--- src/frc_pkg.sv ---
// Package for the fast RC trim and clock output block
package frc_pkg;
  // I/O space index of each register (arbitrary placement)
  localparam logic [5:0] FRC_ADDR_TRIM = 6'h26;
  localparam logic [5:0] FRC_ADDR_MCU = 6'h35;
  // Trim field layout
  localparam int FRC_RANGE_MSB = 7;
  localparam int FRC_RANGE_LSB = 5;
  localparam int FRC_TUNE_MSB = 4;
  localparam int FRC_TUNE_LSB = 0;
  // Clock output enable position in the MCU control register
  localparam int FRC_CKOUT_BIT = 5;
  localparam logic [7:0] FRC_MCU_RST = 8'h00;
  // Write mask of the MCU control register: only the clock-out bit is held here
  localparam logic [7:0] FRC_MCU_WMASK = 8'h20;
  // Reset trim held until the factory load (arbitrary neutral value)
  localparam logic [7:0] FRC_TRIM_DEFAULT = 8'h80;

  typedef struct packed {
    logic [2:0] range;
    logic [4:0] tune;
  } frc_trim_s;

  typedef struct packed {
    logic wr;
    logic rd;
    logic [5:0] addr;
    logic [7:0] wdata;
  } frc_io_req_s;
endpackage

--- src/frc_trim_clkout.sv ---
// Fast RC oscillator trim register and divided clock output
// Behaviour
// - During reset the trim register holds the neutral default; the factory calibration value loads on the first enabled edge after release.
// - Software can rewrite the trim register on any enabled edge except the factory load edge, which wins, and the oscillator follows the new value.
// - The upper three trim bits select the frequency range, all zeros lowest and all ones highest.
// - Adjacent ranges overlap, so the trim code is not monotonic across range boundaries.
// - The lower five trim bits tune within the range, zero lowest and all ones highest.
// - Setting the clock-out enable bit drives the CPU clock divided by two onto port B bit two.
// - The clock output is only available outside serial programming mode, where the pin is data out.
`timescale 1ns/100ps
`default_nettype none
module frc_trim_clkout
  import frc_pkg::*;
(
  input wire logic clk,
  input wire logic rst_b,
  input wire logic clk_en,
  input wire frc_io_req_s io_req,
  input wire logic [7:0] factory_trim,
  input wire logic prog_mode,
  input wire logic prog_data_out,
  input wire logic port_b_bit_two_out,
  input wire logic port_b_bit_two_oe,
  output logic [7:0] io_rdata,
  output frc_trim_s osc_trim_value,
  output logic clk_out_enable,
  output logic port_b_bit_two_o,
  output logic port_b_bit_two_en
);

  // Register state: trim, clock-out control, the one-shot factory load, read data and the divider
  logic [7:0] trim_r, trim_nxt;
  logic [7:0] mcu_r, mcu_nxt;
  logic load_r, load_nxt;
  logic [7:0] rdata_r, rdata_nxt;
  logic div_r, div_nxt;
  // Decoded strobes, shared by the next-state logic and the checks
  logic wr_trim, wr_mcu, rd_trim, rd_mcu;

  function automatic logic hit(input frc_io_req_s r, input logic [5:0] a);
    return r.addr == a;
  endfunction

  assign wr_trim = io_req.wr && hit(io_req, FRC_ADDR_TRIM);
  assign wr_mcu = io_req.wr && hit(io_req, FRC_ADDR_MCU);
  assign rd_trim = io_req.rd && hit(io_req, FRC_ADDR_TRIM);
  assign rd_mcu = io_req.rd && hit(io_req, FRC_ADDR_MCU);

  always_comb begin
    trim_nxt = trim_r;
    mcu_nxt = mcu_r;
    load_nxt = 1'b0;
    // Factory value is a port, so it is caught on the first enabled edge after release
    if (load_r) begin
      trim_nxt = factory_trim;
    end else if (wr_trim) begin
      trim_nxt = io_req.wdata;
    end
    // Only the clock-out bit is held here
    if (wr_mcu) begin
      mcu_nxt = io_req.wdata & FRC_MCU_WMASK;
    end
  end

  always_ff @(posedge clk or negedge rst_b) begin
    if (!rst_b) begin
      trim_r <= FRC_TRIM_DEFAULT;
      mcu_r <= FRC_MCU_RST;
      load_r <= 1'b1;
    end else if (clk_en) begin
      trim_r <= trim_nxt;
      mcu_r <= mcu_nxt;
      load_r <= load_nxt;
    end
  end

  // Unmapped addresses read as zero; a read beside a write sees the old value
  always_comb begin
    rdata_nxt = 8'h00;
    if (rd_trim) begin
      rdata_nxt = trim_r;
    end else if (rd_mcu) begin
      rdata_nxt = mcu_r;
    end
  end

  always_ff @(posedge clk or negedge rst_b) begin
    if (!rst_b) begin
      rdata_r <= 8'h00;
    end else if (clk_en) begin
      rdata_r <= rdata_nxt;
    end
  end

  // Toggle only while enabled so the output starts from a known phase
  always_comb begin
    div_nxt = 1'b0;
    if (mcu_r[FRC_CKOUT_BIT] && !prog_mode) begin
      div_nxt = ~div_r;
    end
  end

  always_ff @(posedge clk or negedge rst_b) begin
    if (!rst_b) begin
      div_r <= 1'b0;
    end else if (clk_en) begin
      div_r <= div_nxt;
    end
  end

  // Range and tune go straight to the analog trim; overlap is the oscillator's own
  always_comb begin
    osc_trim_value.range = trim_r[FRC_RANGE_MSB:FRC_RANGE_LSB];
    osc_trim_value.tune = trim_r[FRC_TUNE_MSB:FRC_TUNE_LSB];
  end
  assign io_rdata = rdata_r;
  assign clk_out_enable = mcu_r[FRC_CKOUT_BIT];

  // Programming data out overrides everything on the shared pin
  always_comb begin
    if (prog_mode) begin
      port_b_bit_two_o = prog_data_out;
      port_b_bit_two_en = 1'b1;
    end else if (clk_out_enable) begin
      port_b_bit_two_o = div_r;
      port_b_bit_two_en = 1'b1;
    end else begin
      port_b_bit_two_o = port_b_bit_two_out;
      port_b_bit_two_en = port_b_bit_two_oe;
    end
  end

  // Register checks
  a_factory_load: assert property (@(posedge clk) disable iff (!rst_b)
    load_r && clk_en |=> trim_r == $past(factory_trim))
    else $error("factory trim not loaded");

  a_load_once: assert property (@(posedge clk) disable iff (!rst_b)
    !load_r |=> !load_r)
    else $error("factory load repeated");

  a_trim_write: assert property (@(posedge clk) disable iff (!rst_b)
    clk_en && !load_r && wr_trim |=> trim_r == $past(io_req.wdata))
    else $error("trim write not stored");

  a_write_other: assert property (@(posedge clk) disable iff (!rst_b)
    clk_en && !load_r && !wr_trim |=> $stable(trim_r))
    else $error("trim changed without a write");

  a_range_field: assert property (@(posedge clk) disable iff (!rst_b)
    clk_en && !load_r && wr_trim |=> osc_trim_value.range == $past(io_req.wdata[FRC_RANGE_MSB:FRC_RANGE_LSB]))
    else $error("range field wrong");

  a_tune_field: assert property (@(posedge clk) disable iff (!rst_b)
    clk_en && !load_r && wr_trim |=> osc_trim_value.tune == $past(io_req.wdata[FRC_TUNE_MSB:FRC_TUNE_LSB]))
    else $error("tune field wrong");

  a_trim_read: assert property (@(posedge clk) disable iff (!rst_b)
    clk_en && rd_trim |=> io_rdata == $past(trim_r))
    else $error("trim read data wrong");

  a_mcu_read: assert property (@(posedge clk) disable iff (!rst_b)
    clk_en && rd_mcu |=> io_rdata == $past(mcu_r))
    else $error("control read data wrong");

  a_mcu_reserved: assert property (@(posedge clk) disable iff (!rst_b)
    clk_en && rd_mcu |=> (io_rdata & ~FRC_MCU_WMASK) == 8'h00)
    else $error("unused control bits read nonzero");

  a_unmapped_read: assert property (@(posedge clk) disable iff (!rst_b)
    clk_en && io_req.rd && !rd_trim && !rd_mcu |=> io_rdata == 8'h00)
    else $error("unmapped read nonzero");

  a_rdata_idle: assert property (@(posedge clk) disable iff (!rst_b)
    clk_en && !io_req.rd |=> io_rdata == 8'h00)
    else $error("read data held too long");

  a_freeze_all: assert property (@(posedge clk) disable iff (!rst_b)
    !clk_en |=> $stable(trim_r) && $stable(mcu_r) && $stable(rdata_r)
      && $stable(div_r) && $stable(load_r))
    else $error("state moved while clock enable low");

  // Clock output checks
  a_ckout_en_bit: assert property (@(posedge clk) disable iff (!rst_b)
    clk_en && wr_mcu |=> clk_out_enable == $past(io_req.wdata[FRC_CKOUT_BIT]))
    else $error("clock out enable not written");

  a_ckout_keep: assert property (@(posedge clk) disable iff (!rst_b)
    clk_en && !wr_mcu |=> $stable(clk_out_enable))
    else $error("clock out enable changed without a write");

  a_clk_divide: assert property (@(posedge clk) disable iff (!rst_b)
    clk_en && clk_out_enable && !prog_mode ##1 clk_en && clk_out_enable && !prog_mode
      |-> port_b_bit_two_o != $past(port_b_bit_two_o))
    else $error("clock out not toggling");

  a_pin_from_div: assert property (@(posedge clk) disable iff (!rst_b)
    !prog_mode && clk_out_enable |-> port_b_bit_two_en && port_b_bit_two_o == div_r)
    else $error("divided clock not on pin");

  a_div_held: assert property (@(posedge clk) disable iff (!rst_b)
    clk_en && (!clk_out_enable || prog_mode) |=> !div_r)
    else $error("divider not held at zero");

  a_prog_override: assert property (@(posedge clk) disable iff (!rst_b)
    prog_mode |-> port_b_bit_two_o == prog_data_out && port_b_bit_two_en)
    else $error("programming output lost");

  a_port_normal: assert property (@(posedge clk) disable iff (!rst_b)
    !prog_mode && !clk_out_enable |-> port_b_bit_two_o == port_b_bit_two_out
      && port_b_bit_two_en == port_b_bit_two_oe)
    else $error("port function not kept");

  c_trim_write: cover property (@(posedge clk) disable iff (!rst_b)
    wr_trim && clk_en && !load_r);
  c_factory_load: cover property (@(posedge clk) disable iff (!rst_b)
    load_r && clk_en);
  c_clk_out: cover property (@(posedge clk) disable iff (!rst_b)
    clk_out_enable && !prog_mode ##1 clk_out_enable);
  c_freeze: cover property (@(posedge clk) disable iff (!rst_b)
    !clk_en && clk_out_enable);
  c_prog: cover property (@(posedge clk) disable iff (!rst_b)
    prog_mode && clk_out_enable);
endmodule // frc_trim_clkout
`default_nettype wire

--- config.mk ---
export PLATFORM = sky130hd
export DESIGN_NAME = frc_trim_clkout
export DESIGN_NICKNAME = d
export VERILOG_FILES = /design/src/frc_pkg.sv /design/src/frc_trim_clkout.sv
export SDC_FILE = /design/constraint.sdc
export NUM_CORES = 1
export LEC_CHECK = 0
export BUFFER_PORTS_ARGS = -buffer_cell sky130_fd_sc_hd__buf_4
export CAP_MARGIN = 0
export CORE_UTILIZATION = 41
export CTS_BUF_LIST = sky130_fd_sc_hd__clkbuf_4
export DETAILED_ROUTE_END_ITERATION = 10
export PLACE_DENSITY_LB_ADDON = 0.08
export SLEW_MARGIN = 20
export SYNTH_ARGS = -nofsm -noshare
export SYNTH_HDL_FRONTEND = slang
export SYNTH_SLANG_ARGS = --single-unit
--- constraint.sdc ---
create_clock -name clk -period 1.2 [get_ports clk]
set_input_delay 0.24 -clock clk [delete_from_list [all_inputs] [get_ports clk]]
set_output_delay 0.24 -clock clk [all_outputs]
set_load 0.005 [all_outputs]
==> reports/summary.txt <==
status: complete, but fails checks
violated checks: negative setup slack
unrepaired setup endpoints after global routing: true
GRT Util Overall: 22.2%
Worst-path clk slew: 0.10 ns
fmax: 0.704 GHz
die area: 2540 µm²
nets@finish: 189
pre-CTS setup slack: -0.152 ns
Initial Utilization: 43.4%
final wirelength: 2570 µm
syn_nets: 125
peak per-stage delay on the critical path: 0.42 ns
Max Root-Sink Buffers: 2
RD Place Congestion: 0.777
Final Hold Vio Count: 0
Ys Warns: 0
critical path, cell by cell: or3_1 > buf_4
hold path depth: 2
max_cap viols: 0
critical path arrival: 1.18 ns
# diodes: 0
DR pass1 iterations: 4
Cell Rows: 17
H-tree depth: 1
PwrDens: 894 nW/µm²
synthesized area: 960 µm²
Hold Path Class: in2reg
static leakage: 0.813 nW
Max Clock Skew: 0.00910 ns
CP Launch Type: flip-flop
Slew Limit Headroom: 76.9%
fin util: 68.9%
global-route wire length before repair: 4280 µm
mean post-synth cell area: 10.2 µm²
Antenna Nets Post-Route: 0
worst setup margin: -0.220 ns
fraction of layout cells with a size suffix above 1: 49.7%
cell count after synthesis: 94
critical path class: reg2out
WP buf/inv: 1
Largest delay share family, worst path: flip-flops
DR vias: 981
worst r2r path cells: 4
number of global-route vias before repair: 980
Core ar.: 2210 µm²
Crit. End Element: output port
# DRC: 0
port bufs: 49
Die Ht: 50.4 µm
number of distinct library cells after synthesis: 26
vias per cell: 5.30
hold_ws: 0.199 ns
clk sinks: 19
largest area contributor in the synthesized netlist: dfrtp_1
Die Width: 50.4 µm
final period utilization: 118%
number of flops mapped to enable cells by yosys: 0
area grow syn2layout: 58.8%
post-synthesis sequential area ratio: 49.8%
largest net degree at the start of global routing: 20
GRT Residual Overflow: 0
root buffer selected by CTS: clkbuf_4
Stages on worst setup path: 2
top post-synthesis cells by area: dfrtp_1, a21o_1, a22o_1
max-slew violation count: 0
initial antenna violation count: 0
Slew @ Worst Pin: 0.343 ns
1st-iter DRT viols: 20
hpwl dp: 1910 µm
CP Data Required Time: 0.96 ns
ys async rst share: 100%
Slowest cell on crit path: dfrtp_1
final worst path period need: 1.42 ns
clock buffer count from CTS: 3
CTS tree: done
clock latency on the worst-skew pair: 0.29 ns
crit-path max FO: 3
synthesized flop and latch total: 19
Top FF cell, synth: dfrtp_1
post-synth top area share: 44.3%
Final setup viols: 4
I/O pin total: 50
peak supply drop: 0.000524 V
per-cell routed wire length: 13.9 µm
## final cells by class
cell class	count	area, µm²
well taps	28	35.0
multi-input cells	67	470
inverters	1	3.75
repair buffers	66	509
flip-flops and latches	19	478
clock buffers	3	22.5
clock inverters	1	5.00
fillers	183	688
## path summary, 6_finish.rpt
path                              from                 to  slack, ns
max in group asynchronous        rst_b  osc_trim_value[7]       0.58
min in group asynchronous        rst_b        io_rdata[7]       0.35
max                           mcu_r[5]  port_b_bit_two_en      -0.22
min                          io_req[5]           mcu_r[5]       0.20
min reg2reg                io_rdata[5]        io_rdata[5]       0.51
max reg2reg                   mcu_r[5]        io_rdata[5]      -0.02
## worst register-to-register path, delay by kind of cell (launching register included)
family                 cells  cell delay, ns
AO/OA/AOI/OAI              2            0.45
flip-flops                 1            0.42
buffers and inverters      2            0.25
## metal layers
metal  global-route usage [%]  vias up  part of all wire (%)
met4                     7.41        0                   1.1
met5                        0        -                     0
li1                         -      482                     -
met1                     28.0      456                    44
met3                     3.64        4                   5.6
met2                     38.2       39                    49
## power by group
| group | switching (mW) | internal (mW) |
|---|---|---|
| Combinational | 0.121 | 0.201 |
| Sequential | 0.0374 | 0.685 |
| Clock | 0.195 | 0.124 |
| Total | 0.353 | 1.01 |
## synthesized netlist by cell type (2+ instances only)
master / instances
nand2_1: 3
dfstp_2: 2
nor4_1: 8
buf_2: 5
a21oi_1: 8
a21o_1: 9
nor3_1: 9
a32o_1: 2
nor2_1: 9
dfrtp_1: 17
a22o_1: 7
## registers in the layout (all words and copies together) (netlist names)
name and cells:
mcu_r 1, div_r 1, io_rdata 8, osc_trim_value 8
load_r 1
## logic make-up (layout without fill, tap and decap cells)
family	count (synthesis)	in the layout	share of synthesized area, %
buffers and inverters	8	71	4.17
flip-flops	19	19	49.8
AND/OR/NAND/NOR	38	38	23.2
AO/OA/AOI/OAI	27	27	20.2
multiplexers	2	2	2.61
## cells in the final DEF (no fill, tap or decap), drive strengths merged, types with 2 or more instances in the layout
cell    netlist  routed
dfstp         2       2
nor3          9       9
dfrtp        17      17
a21oi         8       8
a21o          9       9
nand2         3       3
nor4          8       8
buf           7      65
a32o          2       2
clkbuf        0       3
nor2          9       9
a22o          7       7
## metrics by stage
| stage | instances | setup TNS, ns | total power, mW | cell area, µm² |
|---|---|---|---|---|
| 6_report | 185 | -0.474 | 1.36 | 1520 |
| 5_1_grt | 185 | -0.697 | 1.43 | 1520 |
| 4_1_cts | 182 | -0.502 | 1.37 | 1470 |
| 3_5_place_dp | 174 | -1.11 | 1.04 | 1400 |
| 3_3_place_gp | 174 | -0.709 | 1.03 | 1400 |
| 2_1_floorplan | 94 | 0 | 0.835 | 965 |
## what timing repair did
action | 4_1_cts | 5_1_grt
resized for setup | 5 | 6
hold buffers | 1 | 0
hold endpoints to repair | 17 | 0
pin swaps | 2 | 3
setup buffers | 3 | 4
endpoints found under the setup margin | 5 | 9
No activity file was read; power rests on OpenSTA's default activity.
